--- src/rtl/ccrg_regs.svh ---
// register offsets, field positions, reset values and timing counts of the clock unit
`ifndef CCRG_REGS_SVH
`define CCRG_REGS_SVH

// register offsets (byte addresses on the plain register port)
`define CCRG_ADDR_CTRL 4'h0
`define CCRG_ADDR_STATUS 4'h1
`define CCRG_ADDR_CHAN 4'h2
`define CCRG_ADDR_GEN 4'h4

// control and status bit positions
`define CCRG_CTRL_SWRST_BIT 0
`define CCRG_STATUS_BUSY_BIT 7

// clock_channel_control field positions
`define CCRG_CHAN_ID_LSB 0
`define CCRG_CHAN_GEN_LSB 8
`define CCRG_CHAN_EN_BIT 14
`define CCRG_CHAN_LOCK_BIT 15

// generator_config field positions
`define CCRG_GEN_ID_LSB 0
`define CCRG_GEN_SRC_LSB 8
`define CCRG_GEN_FLAGS_LSB 16

// sizes
`define CCRG_NUM_CHAN 20
`define CCRG_NUM_GEN 9

// channel selection codes
`define CCRG_CHAN_WDT 6'h03
`define CCRG_CHAN_RTC 6'h04
`define CCRG_CHAN_RSV_A 6'h06
`define CCRG_CHAN_RSV_B 6'h10
`define CCRG_CHAN_RSV_C 6'h11
`define CCRG_CHAN_TIMER2 6'h12
`define CCRG_CHAN_CONV 6'h13

// reset values
`define CCRG_WDT_GEN_RESET 4'h2
`define CCRG_GEN_SEL_RESET 4'h0
`define CCRG_GEN_SRC_RESET 5'h00
`define CCRG_GEN_FLAGS_RESET 6'h00
`define CCRG_UNLOCKABLE_GEN 4'h0

// byte enable patterns
`define CCRG_BE_LOW_BYTE 4'h1
`define CCRG_BE_HALF 4'h3
`define CCRG_BE_WORD 4'hF

// cycles a synchronized write spends crossing before it takes effect
`define CCRG_SYNC_CYCLES 3'h4

`endif

--- src/rtl/ccrg_pkg.sv ---
// types shared by the clock channel and generator register logic
package ccrg_pkg;

  // one register port request
  typedef struct packed {
    logic [3:0] addr;
    logic [31:0] wdata;
    logic [3:0] be;
    logic wr;
    logic rd;
  } ccrg_bus_req_t;

  // per-channel control state
  typedef struct packed {
    logic lock;
    logic en;
    logic [3:0] gen;
  } ccrg_chan_t;

  // per-generator stored configuration
  typedef struct packed {
    logic [5:0] flags;
    logic [4:0] src;
  } ccrg_gen_cfg_t;

  // kind of write waiting for synchronization
  typedef enum logic [1:0] {
    CCRG_PEND_NONE = 2'b00,
    CCRG_PEND_CHAN = 2'b01,
    CCRG_PEND_GEN = 2'b10,
    CCRG_PEND_SWRST = 2'b11
  } ccrg_pend_t;

  // synchronizer states
  typedef enum logic {
    CCRG_SYNC_IDLE = 1'b0,
    CCRG_SYNC_BUSY = 1'b1
  } ccrg_sync_state_t;

endpackage

--- src/rtl/ccrg_sync.sv ---
// write synchronization timer: holds busy while a write crosses and pulses done in its last busy cycle
`timescale 1ns/1ps
`include "ccrg_regs.svh"

module ccrg_sync import ccrg_pkg::*; (
  // clock and reset
  input wire logic sys_clk,
  input wire logic srst,
  // control
  input wire logic start,
  output logic busy,
  output logic done
);

  ccrg_sync_state_t state_reg;
  logic [2:0] cnt_reg;

  //////////////////////////////////////////////////////////////////////////////
  // state: start is only honoured while idle, the caller refuses writes when busy
  always_ff @(posedge sys_clk) begin
    if (srst) begin
      state_reg <= CCRG_SYNC_IDLE;
    end else begin
      case (state_reg)
        CCRG_SYNC_IDLE: begin
          if (start) begin
            state_reg <= CCRG_SYNC_BUSY;
          end
        end
        CCRG_SYNC_BUSY: begin
          if (done) begin
            state_reg <= CCRG_SYNC_IDLE;
          end
        end
        default: state_reg <= CCRG_SYNC_IDLE;
      endcase
    end
  end

  // cycle counter of the crossing
  always_ff @(posedge sys_clk) begin
    if (srst || state_reg == CCRG_SYNC_IDLE) begin
      cnt_reg <= 3'h0;
    end else begin
      cnt_reg <= cnt_reg + 3'h1;
    end
  end

  // busy follows the state register, done also decodes the cycle counter
  assign busy = (state_reg == CCRG_SYNC_BUSY);
  assign done = busy && (cnt_reg == `CCRG_SYNC_CYCLES - 3'h1);

endmodule // ccrg_sync

--- src/rtl/ccrg_top.sv ---
// clock channel control and generator configuration registers with reset handling
`timescale 1ns/1ps
`include "ccrg_regs.svh"

module ccrg_top import ccrg_pkg::*; (
  // clock and power reset
  input wire logic sys_clk,
  input wire logic srst,
  // register port
  input wire ccrg_bus_req_t bus_req,
  output logic [31:0] rd_data,
  // asynchronous user reset and nonvolatile straps
  input wire logic user_reset,
  input wire logic nvm_wdt_enable,
  input wire logic nvm_wdt_always_on,
  // clock tree controls
  output logic [`CCRG_NUM_CHAN-1:0] chan_enable,
  output logic [`CCRG_NUM_CHAN*4-1:0] chan_gen_select,
  output logic [`CCRG_NUM_GEN-1:0] gen_enable
);

  //////////////////////////////////////////////////////////////////////////////
  // helpers

  // true when a selection code names an implemented channel
  function automatic logic chan_valid(input logic [5:0] id);
    chan_valid = (id < 6'(`CCRG_NUM_CHAN)) && (id != `CCRG_CHAN_RSV_A) &&
                 (id != `CCRG_CHAN_RSV_B) && (id != `CCRG_CHAN_RSV_C);
  endfunction

  // true when an index names an implemented generator
  function automatic logic gen_valid(input logic [3:0] id);
    gen_valid = (id < 4'(`CCRG_NUM_GEN));
  endfunction

  // in-range array index for a channel code; unmapped codes fall on 0 and are masked
  function automatic logic [4:0] chan_slot(input logic [5:0] id);
    chan_slot = chan_valid(id) ? id[4:0] : 5'h00;
  endfunction

  // in-range array index for a generator
  function automatic logic [3:0] gen_slot(input logic [3:0] id);
    gen_slot = gen_valid(id) ? id : 4'h0;
  endfunction

  // power-on value of one channel
  function automatic ccrg_chan_t chan_power(input logic [5:0] id, input logic wdt_en,
                                            input logic wdt_lock);
    ccrg_chan_t c;
    c.gen = `CCRG_GEN_SEL_RESET;
    c.en = 1'b0;
    c.lock = 1'b0;
    if (id == `CCRG_CHAN_WDT) begin
      c.gen = `CCRG_WDT_GEN_RESET;
      c.en = wdt_en;
      c.lock = wdt_lock;
    end
    chan_power = c;
  endfunction

  // value of one channel after a user reset; the lock bit is always carried over
  function automatic ccrg_chan_t chan_user(input ccrg_chan_t cur, input logic [5:0] id,
                                           input logic wdt_en);
    ccrg_chan_t c;
    c = cur;
    if (id == `CCRG_CHAN_RTC) begin
      if (!cur.lock && !cur.en) begin
        c.gen = `CCRG_GEN_SEL_RESET;
        c.en = 1'b0;
      end
    end else if (!cur.lock) begin
      if (id == `CCRG_CHAN_WDT) begin
        c.gen = `CCRG_WDT_GEN_RESET;
        c.en = wdt_en;
      end else begin
        c.gen = `CCRG_GEN_SEL_RESET;
        c.en = 1'b0;
      end
    end
    chan_user = c;
  endfunction

  //////////////////////////////////////////////////////////////////////////////
  // storage and control

  ccrg_chan_t chan_reg [`CCRG_NUM_CHAN];
  ccrg_gen_cfg_t gen_reg [`CCRG_NUM_GEN];
  logic [5:0] chan_idx_reg;
  logic [3:0] gen_idx_reg;
  ccrg_pend_t pend_kind_reg;
  logic [31:0] pend_data_reg;
  logic [2:0] pin_meta_reg;
  logic [2:0] pin_sync_reg;
  logic user_rst_sync;
  logic wdt_en_sync;
  logic wdt_lock_sync;
  logic sync_busy;
  logic sync_done;
  logic sync_start;
  logic user_rst_now;
  logic [`CCRG_NUM_GEN-1:0] gen_lock_vec;
  logic wr_ctrl;
  logic wr_chan;
  logic wr_gen;
  logic chan_full;
  logic gen_full;
  logic idx_only;
  logic [5:0] wr_chan_id;
  logic [3:0] wr_gen_id;
  logic [5:0] pend_chan_id;
  logic [3:0] pend_gen_id;
  logic start_chan;
  logic start_gen;
  logic start_swrst;
  ccrg_chan_t rd_chan;
  ccrg_gen_cfg_t rd_gen;

  //////////////////////////////////////////////////////////////////////////////
  // pin synchronizers: user reset and straps come from outside this clock
  // no reset here so the straps are already settled while srst is held
  always_ff @(posedge sys_clk) begin
    pin_meta_reg <= {user_reset, nvm_wdt_enable, nvm_wdt_always_on};
    pin_sync_reg <= pin_meta_reg;
  end

  assign user_rst_sync = pin_sync_reg[2];
  assign wdt_en_sync = pin_sync_reg[1];
  assign wdt_lock_sync = pin_sync_reg[0];

  //////////////////////////////////////////////////////////////////////////////
  // generators guarded by a locked channel; generator 0 is never guarded
  always_comb begin
    gen_lock_vec = '0;
    for (int i = 0; i < `CCRG_NUM_CHAN; i++) begin
      if (chan_reg[i].lock && gen_valid(chan_reg[i].gen) &&
          chan_reg[i].gen != `CCRG_UNLOCKABLE_GEN) begin
        gen_lock_vec[gen_slot(chan_reg[i].gen)] = 1'b1;
      end
    end
  end

  //////////////////////////////////////////////////////////////////////////////
  // write decode
  assign wr_ctrl = bus_req.wr && (bus_req.addr == `CCRG_ADDR_CTRL);
  assign wr_chan = bus_req.wr && (bus_req.addr == `CCRG_ADDR_CHAN);
  assign wr_gen = bus_req.wr && (bus_req.addr == `CCRG_ADDR_GEN);
  assign chan_full = (bus_req.be == `CCRG_BE_HALF) || (bus_req.be == `CCRG_BE_WORD);
  assign gen_full = (bus_req.be == `CCRG_BE_WORD);
  assign idx_only = (bus_req.be == `CCRG_BE_LOW_BYTE);
  assign wr_chan_id = bus_req.wdata[`CCRG_CHAN_ID_LSB +: 6];
  assign wr_gen_id = bus_req.wdata[`CCRG_GEN_ID_LSB +: 4];

  // a synchronized write is accepted only when nothing is crossing and no reset runs;
  // a refused write is dropped silently, software polls the status busy bit first
  assign start_chan = wr_chan && chan_full && !sync_busy && !user_rst_sync &&
                      chan_valid(wr_chan_id) && !chan_reg[chan_slot(wr_chan_id)].lock;
  assign start_gen = wr_gen && gen_full && !sync_busy && !user_rst_sync &&
                     gen_valid(wr_gen_id) && !gen_lock_vec[gen_slot(wr_gen_id)];
  assign start_swrst = wr_ctrl && bus_req.be[0] && bus_req.wdata[`CCRG_CTRL_SWRST_BIT] &&
                       !sync_busy && !user_rst_sync;
  assign sync_start = start_chan || start_gen || start_swrst;

  // write synchronization timer
  ccrg_sync u_sync (
    .sys_clk(sys_clk),
    .srst(srst),
    .start(sync_start),
    .busy(sync_busy),
    .done(sync_done)
  );

  // a software reset acts like a user reset once its crossing completes
  assign user_rst_now = user_rst_sync || (sync_done && pend_kind_reg == CCRG_PEND_SWRST);

  //////////////////////////////////////////////////////////////////////////////
  // pending write capture, released by the synchronizer
  always_ff @(posedge sys_clk) begin
    if (srst) begin
      pend_kind_reg <= CCRG_PEND_NONE;
      pend_data_reg <= 32'h0000_0000;
    end else if (sync_start) begin
      pend_data_reg <= bus_req.wdata;
      if (start_chan) begin
        pend_kind_reg <= CCRG_PEND_CHAN;
      end else if (start_gen) begin
        pend_kind_reg <= CCRG_PEND_GEN;
      end else begin
        pend_kind_reg <= CCRG_PEND_SWRST;
      end
    end else if (sync_done) begin
      pend_kind_reg <= CCRG_PEND_NONE;
    end
  end

  assign pend_chan_id = pend_data_reg[`CCRG_CHAN_ID_LSB +: 6];
  assign pend_gen_id = pend_data_reg[`CCRG_GEN_ID_LSB +: 4];

  //////////////////////////////////////////////////////////////////////////////
  // read-back selections; an index-only write moves them and nothing else
  always_ff @(posedge sys_clk) begin
    if (srst || user_rst_now) begin
      chan_idx_reg <= 6'h00;
    end else if (wr_chan && (idx_only || chan_full)) begin
      chan_idx_reg <= wr_chan_id;
    end
  end

  always_ff @(posedge sys_clk) begin
    if (srst || user_rst_now) begin
      gen_idx_reg <= 4'h0;
    end else if (wr_gen && (idx_only || gen_full)) begin
      gen_idx_reg <= wr_gen_id;
    end
  end

  //////////////////////////////////////////////////////////////////////////////
  // channel control state
  always_ff @(posedge sys_clk) begin
    for (int i = 0; i < `CCRG_NUM_CHAN; i++) begin
      if (srst) begin
        chan_reg[i] <= chan_power(6'(i), wdt_en_sync, wdt_lock_sync);
      end else if (user_rst_now) begin
        chan_reg[i] <= chan_user(chan_reg[i], 6'(i), wdt_en_sync);
      end else if (sync_done && pend_kind_reg == CCRG_PEND_CHAN &&
                   pend_chan_id == 6'(i)) begin
        chan_reg[i].gen <= pend_data_reg[`CCRG_CHAN_GEN_LSB +: 4];
        chan_reg[i].en <= pend_data_reg[`CCRG_CHAN_EN_BIT];
        // writing zero never releases a lock
        chan_reg[i].lock <= chan_reg[i].lock || pend_data_reg[`CCRG_CHAN_LOCK_BIT];
      end
    end
  end

  //////////////////////////////////////////////////////////////////////////////
  // generator configuration; only bits 12:8 and 21:16 are stored, the rest never exists
  always_ff @(posedge sys_clk) begin
    for (int g = 0; g < `CCRG_NUM_GEN; g++) begin
      if (srst) begin
        gen_reg[g].flags <= `CCRG_GEN_FLAGS_RESET;
        gen_reg[g].src <= `CCRG_GEN_SRC_RESET;
      end else if (sync_done && pend_kind_reg == CCRG_PEND_GEN &&
                   pend_gen_id == 4'(g)) begin
        gen_reg[g].flags <= pend_data_reg[`CCRG_GEN_FLAGS_LSB +: 6];
        gen_reg[g].src <= pend_data_reg[`CCRG_GEN_SRC_LSB +: 5];
      end
    end
  end

  //////////////////////////////////////////////////////////////////////////////
  // read path: data stand one cycle after the read strobe
  always_comb begin
    rd_chan = chan_reg[chan_slot(chan_idx_reg)];
    if (!chan_valid(chan_idx_reg)) begin
      rd_chan = '0;
    end
    rd_gen = gen_reg[gen_slot(gen_idx_reg)];
    if (!gen_valid(gen_idx_reg)) begin
      rd_gen = '0;
    end
  end

  always_ff @(posedge sys_clk) begin
    if (srst) begin
      rd_data <= 32'h0000_0000;
    end else if (bus_req.rd) begin
      rd_data <= 32'h0000_0000;
      case (bus_req.addr)
        `CCRG_ADDR_CTRL: begin
          rd_data[`CCRG_CTRL_SWRST_BIT] <= (pend_kind_reg == CCRG_PEND_SWRST);
        end
        `CCRG_ADDR_STATUS: begin
          rd_data[`CCRG_STATUS_BUSY_BIT] <= sync_busy;
        end
        `CCRG_ADDR_CHAN: begin
          rd_data[`CCRG_CHAN_ID_LSB +: 6] <= chan_idx_reg;
          rd_data[`CCRG_CHAN_GEN_LSB +: 4] <= rd_chan.gen;
          rd_data[`CCRG_CHAN_EN_BIT] <= rd_chan.en;
          rd_data[`CCRG_CHAN_LOCK_BIT] <= rd_chan.lock;
        end
        `CCRG_ADDR_GEN: begin
          // bits 31:22 and the reserved holes stay zero
          rd_data[`CCRG_GEN_ID_LSB +: 4] <= gen_idx_reg;
          rd_data[`CCRG_GEN_SRC_LSB +: 5] <= rd_gen.src;
          rd_data[`CCRG_GEN_FLAGS_LSB +: 6] <= rd_gen.flags;
        end
        default: rd_data <= 32'h0000_0000;
      endcase
    end else begin
      rd_data <= 32'h0000_0000;
    end
  end

  //////////////////////////////////////////////////////////////////////////////
  // clock tree controls straight from the stored state
  always_comb begin
    for (int i = 0; i < `CCRG_NUM_CHAN; i++) begin
      chan_enable[i] = chan_reg[i].en;
      chan_gen_select[i*4 +: 4] = chan_reg[i].gen;
    end
    for (int g = 0; g < `CCRG_NUM_GEN; g++) begin
      gen_enable[g] = gen_reg[g].flags[0];
    end
  end

endmodule // ccrg_top

--- config.mk ---
export PLATFORM = sky130hd
export DESIGN_NAME = ccrg_top
export DESIGN_NICKNAME = d
export VERILOG_FILES = /design/src/rtl/ccrg_pkg.sv /design/src/rtl/ccrg_sync.sv /design/src/rtl/ccrg_top.sv
export VERILOG_INCLUDE_DIRS = /design/src /design/src/rtl
export SDC_FILE = /design/constraint.sdc
export NUM_CORES = 1
export LEC_CHECK = 0
export ABC_AREA = 1
export BUFFER_PORTS_ARGS = -buffer_cell sky130_fd_sc_hd__buf_2
export CAP_MARGIN = 20
export CORE_AREA = 2 2 244 174
export CTS_CLUSTER_DIAMETER = 60
export CTS_CLUSTER_SIZE = 20
export DETAILED_ROUTE_END_ITERATION = 6
export DIE_AREA = 0 0 246 176
export PLACE_DENSITY = 0.62
export SYNTH_ARGS = -nofsm -noshare
export SYNTH_HDL_FRONTEND = slang
export SYNTH_SLANG_ARGS = --single-unit
--- constraint.sdc ---
create_clock -name sys_clk -period 3.4 [get_ports sys_clk]
set_input_delay 0.17 -clock sys_clk [delete_from_list [all_inputs] [get_ports sys_clk]]
set_output_delay 0.17 -clock sys_clk [all_outputs]
set_load 0.03 [all_outputs]
==> summary.md, run 1 <==
| Metric | Value |
|---|---|
| LEAKAGE | 7.407 nW |
| Root Buffer | clkbuf_16 |
| Post-Route Utilization | 43.87% |
| Mapped Area | 16170 µm² |
| Largest net degree at the start of global routing | 55 |
| Final nets | 2223 |
| Number of H-tree levels | 1 |
| Post-Route WL | 61.88 mm |
| Hold Worst Slack | 0.04583 ns |
| Post-synth ARST share | 0% |
| DPL Wire Length | 48.38 mm |
| Final worst path period need | 3.175 ns |
| First-pass GRT wire length | 89.34 mm |
| Post-synthesis instance total | 2105 |
| Remaining antenna violation count | 0 |
| Vias | 15130 |
| Worst hold path class | in2reg |
| Row cnt | 62 |
| Syn Area/Cell | 7.680 µm² |
| WL/cell | 22.63 µm |
| CTS tree | done |
| CP endpoint kind | flip-flop |
| Cts hold-fix bufs | 24 |
| Most frequent cells in the layout | 516 x nor2_1, 373 x nand2_1, 219 x edfxtp_1 |
| Core area | 40730 µm² |
| Drt pass-1 iters | 7 |
| # DRC | 0 |
| Worst R2R Path Depth | 12 |
| Reg2reg start | u_sync.cnt_reg[0] |
| Run status | finished clean |
| Maximum clock path buffer count | 3 |
| Commonest non-fill, non-tap cell in the layout | nor2_1 |
| RR Endpoint | chan_reg[4][4] |
| Sink Count | 280 |
| Adder-Cell Fraction of Synth Area | 0.1548% |
| Die Wd | 246 µm |
| CP startpoint | u_sync.cnt_reg[0] |
| Worst slew pin tran | 1.093 ns |
| Drt initial violations | 2050 |
| Routability congestion estimate | 1.015 |
| Setup WS post-layout | 0.2254 ns |
| Max Slew Vio Count | 0 |
| Port Buf Inserts | 162 |
| Compound-Gate Fraction of Synth Area | 9.844% |
| Critical path arrival | 3.36 ns |
| Largest family of logic cells by synthesized area | simple AND/OR/NAND/NOR gates |
| Critical Path Sink | chan_reg[4][4] |
| Setup slack, reg-to-reg | 0.23 ns |
| Yosys reg bits | 280 |
| Final Hold Vio Count | 0 |
| # IOs | 188 |
| Grt ovf | 0 |
| Max Fclk | 315.0 MHz |
| Synth Flop Type | edfxtp_1 |
| Post-CTS Setup Repair Bufs | 0 |
| Clk_skew | 0.01934 ns |
| Max FFs per register | 120 |
| CP Max Fanout | 9 |
| Resized cells post-CTS | 0 |
| Relative slew margins | 27.13% |
| Setup crit start kind | flip-flop |
| Worst skew pair latency | 0.56 ns |
| Peak supply drop | 0.0003056 V |
| Register area share after synthesis | 48.23% |
| Place WS | 0.3437 ns |
| Setup tns final | 0 ns |
| EDFF count, synth | 219 |
| Max cap viols | 0 |
| Vias in the first global route | 13410 |
| Layout cell share with drive strength beyond 1 | 12.24% |
| DR vias/cell | 5.531 |
| Simple-Gate Fraction of Synth Area | 29.22% |
| Die H | 176 µm |
| Multiplexer share of the synthesized area | 0.06965% |
| Tcrit/Tclk final | 93.37% |
| Unrepaired setup endpoints after global routing | false |
| Worst endpoint required time | 3.59 ns |
| Num CTS Buffers | 22 |
| Synth Area in XOR/XNOR | 0% |
| Initial antenna violation count | 2 |
| Synth cell types | 41 |
| Synth Warn # | 0 |
| PD cells | 426.6 nW/µm² |
| Final Setup Violations | 0 |
| WS Path Type | reg2reg |
| Clock transition at path regs | 0.08 ns |
| Die area | 43300 µm² |
| Layout area overhead | 10.51% |
| Starting density of the core | 39.70% |
| GR Util All Layers | 28.09% |
| Final total power | 0.007621 W |
through the flow:
| step | cells | area [µm²] |
|---|---|---|
| 6_report | 2735 | 17870 |
| 5_1_grt | 2733 | 17860 |
| 4_1_cts | 2733 | 17860 |
| 3_5_place_dp | 2670 | 16850 |
| 3_3_place_gp | 2670 | 16850 |
| 2_1_floorplan | 2116 | 16210 |
power breakdown:
part | total (W) | switching, W | internal [W]
combinational | 0.000830 | 0.000616 | 0.000214
clock | 0.00284 | 0.00137 | 0.00146
sequential | 0.00396 | 0.000145 | 0.00381
worst max-delay path, stage by stage (launching register included):
cell	delay, ns
dfxtp_1	0.32
ha_1	0.20
ha_1	0.19
nand2_1	0.13
inv_1	0.09
a31oi_1	0.21
nand2_1	0.10
nor2_1	0.13
inv_2	0.09
nor2_1	0.35
buf_4	0.31
nand2_1	0.21
a21oi_1	0.47
cell type report:
class / count / area (µm²)
Antenna cell: 2 / 5.005
Clock buffer: 26 / 596.8
Clock inverter: 13 / 168.9
Fill cell: 4116 / 22860
Inverter: 211 / 797.0
Multi-Input combinational cell: 1429 / 6414
Sequential cell: 280 / 7797
Tap cell: 544 / 680.7
Timing Repair Buffer: 230 / 1406
per-layer routing:
metal  global-route usage [%]  up-vias  routed length [µm]
met4                    4.899        0                1193
met2                    36.38      891               23430
li1                         -     6982                   -
met1                    46.36     7168               29670
met3                    6.536       85                7594
met5                        0        -                   0
worst min path at each step:
stage               cells after the start  slack [ns]          endpoint              start
floorplan                               0        0.20   pin_meta_reg[0]  nvm_wdt_always_on
global placement                        1        0.27   pin_meta_reg[1]     nvm_wdt_enable
detailed placement                      1        0.28   pin_meta_reg[0]  nvm_wdt_always_on
CTS                                     3        0.02    gen_idx_reg[3]         bus_req[9]
global route                            3        0.04  pend_data_reg[3]         bus_req[9]
finish                                  3        0.05    gen_idx_reg[3]         bus_req[9]
Yosys cell counts, drive strengths merged (2+ instances only):
cell type	number	area [µm²]
nand2	376	1424
nand4	50	312.8
a31oi	5	31.28
o21ai	79	395.4
dfxtp	61	1221
nor3	23	115.1
o221ai	10	87.58
clkinv	13	53.80
clkbuf	68	255.2
a221o	7	70.07
o211ai	29	217.7
o22ai	14	87.58
a21oi	115	598.1
edfxtp	219	6576
or2	5	31.28
nor2	523	1983
o32ai	3	26.28
nand3	160	810.8
a221oi	7	61.31
nand3b	4	30.03
inv	198	743.2
buf	128	962.2
ha	2	25.02
logic make-up after synthesis:
family	after synthesis
AND/OR/NAND/NOR	1143
buffers and inverters	407
flip-flops	280
AO/OA/AOI/OAI	271
adder cells (fa/ha/maj)	2
multiplexers	1
other	1
Note: power is estimated with default switching activity, not from simulation.
==> run 2: changes to the inputs <==
BUFFER_PORTS_ARGS = -buffer_cell sky130_fd_sc_hd__clkbuf_2   (was -buffer_cell sky130_fd_sc_hd__buf_2)
==> summary.md, run 2 (synthesized netlist as in run 1, its figures left out) <==
| Metric | Value |
|---|---|
| Worst hold path class | in2reg |
| Max FFs per register | 120 |
| CP endpoint kind | flip-flop |
| PD cells | 415.3 nW/µm² |
| Top cell by count, worst path | nor2_1 |
| Worst skew pair latency | 0.56 ns |
| Post-Route Utilization | 43.61% |
| Max cap viols | 0 |
| Final nets | 2221 |
| Peak supply drop | 0.0003132 V |
| Met3 Use GR | 6.642% |
| Drt pass-1 iters | 6 |
| Initial antenna violation count | 0 |
| Final Non-Filler Cells | 2730 |
| Maximum clock path buffer count | 3 |
| Placed Instances | 2669 |
| Remaining antenna violation count | 0 |
| Post-Route WL | 61.28 mm |
| Sink Count | 280 |
| Resized cells post-CTS | 0 |
| Row cnt | 62 |
| Port Buf Inserts | 162 |
| Worst path cell trace | ha_1, ha_1, nand2_1, inv_1, a31oi_1, nand2_1, nor2_1, inv_2, nor2_1, inv_1, nor2_1, nor2_1, a21oi_1 |
| Grt ovf | 0 |
| Vias | 15140 |
| Tcrit/Tclk final | 92.34% |
| Num CTS Buffers | 21 |
| Final total power | 0.007376 W |
| Die Wd | 246 µm |
| WL/cell | 22.45 µm |
| Clock transition at path regs | 0.08 ns |
| Starting density of the core | 39.70% |
| Core area | 40730 µm² |
| Largest net degree at the start of global routing | 55 |
| WS Path Type | reg2reg |
| Fillers | 4121 |
| Top Usage Layer GRT | met1 |
| Max Slew Vio Count | 0 |
| DR vias/cell | 5.545 |
| CP Max Fanout | 8 |
| Unrepaired setup endpoints after global routing | false |
| Vias in the first global route | 13300 |
| Number of H-tree levels | 1 |
| Worst slew pin tran | 1.206 ns |
| LEAKAGE | 7.301 nW |
| DPL Wire Length | 47.83 mm |
| Die area | 43300 µm² |
| Buffer and inverter count on the worst path | 3 |
| Final Hold Vio Count | 0 |
| Critical path arrival | 3.34 ns |
| Routability congestion estimate | 1.015 |
| Commonest non-fill, non-tap cell in the layout | nor2_1 |
| Root Buffer | clkbuf_16 |
| Max Fclk | 318.5 MHz |
| # IOs | 188 |
| Setup tns final | 0 ns |
| GR Util met1 | 45.37% |
| Met2 GRT Util | 36.74% |
| # DRC | 0 |
| Layout cell share with drive strength beyond 1 | 11.99% |
| Setup crit start kind | flip-flop |
| First-pass GRT wire length | 88.52 mm |
| Delay of the slowest critical-path stage | 0.40 ns |
| Area occupied by multi-input gates | 6414 µm² |
| Drt initial violations | 2315 |
| Clk_skew | 0.02925 ns |
| Final worst path period need | 3.140 ns |
| Reg area | 7797 µm² |
| Antenna cells | 0 |
| Die H | 176 µm |
| Most frequent cells in the layout | 516 x nor2_1, 373 x nand2_1, 219 x edfxtp_1 |
| Run status | finished clean |
| Final Setup Violations | 0 |
| GR Util All Layers | 27.78% |
| Top Family by Delay on Critical Path | simple AND/OR/NAND/NOR gates |
| Place WS | 0.3174 ns |
| CP max-delay cell | a21oi_1 |
| Setup WS post-layout | 0.2605 ns |
| Layout area overhead | 9.852% |
| CTS tree | done |
| Relative slew margins | 19.54% |
| Worst endpoint required time | 3.60 ns |
run 2: cell count changes in the layout (fill, tap and decap cells not counted), moves of 3 or more:
| cell | before | now |
|---|---|---|
| buf_2 | 162 | 0 |
| clkbuf_2 | 0 | 162 |
| clkbuf_1 | 2 | 5 |
| clkinv_2 | 3 | 0 |
run 2: what timing repair did:
action,CTS,global route
hold endpoints to repair,25,0
hold buffers,24,0
setup endpoints to repair,0,0
setup buffers,0,0
run 2: area by class of cell:
type | count | share of cell area (%)
Sequential cell | 280 | 43.91
Multi-Input combinational cell | 1429 | 36.11
Timing Repair Buffer | 229 | 7.806
Inverter | 211 | 4.488
Tap cell | 544 | 3.833
Clock buffer | 28 | 3.346
Clock inverter | 9 | 0.5073
run 2: final timing paths:
kind | depth (start not counted) | endpoint | slack [ns] | start
worst max-delay path | 13 | chan_reg[3][0] | 0.26 | u_sync.cnt_reg[0]
worst min-delay path | 3 | pend_data_reg[3] | 0.05 | bus_req[9]
worst max register to register | 13 | chan_reg[3][0] | 0.26 | u_sync.cnt_reg[0]
worst min register to register | 0 | pin_sync_reg[1] | 0.33 | pin_meta_reg[1]
run 2: per-layer routing:
metal,share of wire [%],vias up
met3,13,53
met1,48,7248
li1,-,6986
met4,1.4,0
met5,0,-
met2,38,851
run 2: worst reg2reg max path, cell delays in order (launching register included):
cell and delay [ns]:
dfxtp_1 0.32, ha_1 0.19, ha_1 0.19, nand2_1 0.15, inv_1 0.09, a31oi_1 0.21
nand2_1 0.11, nor2_1 0.14, inv_2 0.09, nor2_1 0.29, inv_1 0.21, nor2_1 0.30
nor2_1 0.10, a21oi_1 0.40
run 2: report_power, final:
group	switching (W)	internal [W]	leakage (nW)
clock network	0.00132	0.00127	0.330
registers	0.000150	0.00381	2.79
logic	0.000611	0.000212	4.18
run 2: through the flow:
step	hold slack (ns)	cell area [µm²]
6_report	0.04559	17760
3_5_place_dp	0.2739	16830
5_1_grt	0.07678	17760
4_1_cts	0.02676	17760
2_1_floorplan	0.1977	16210
3_3_place_gp	0.2734	16830
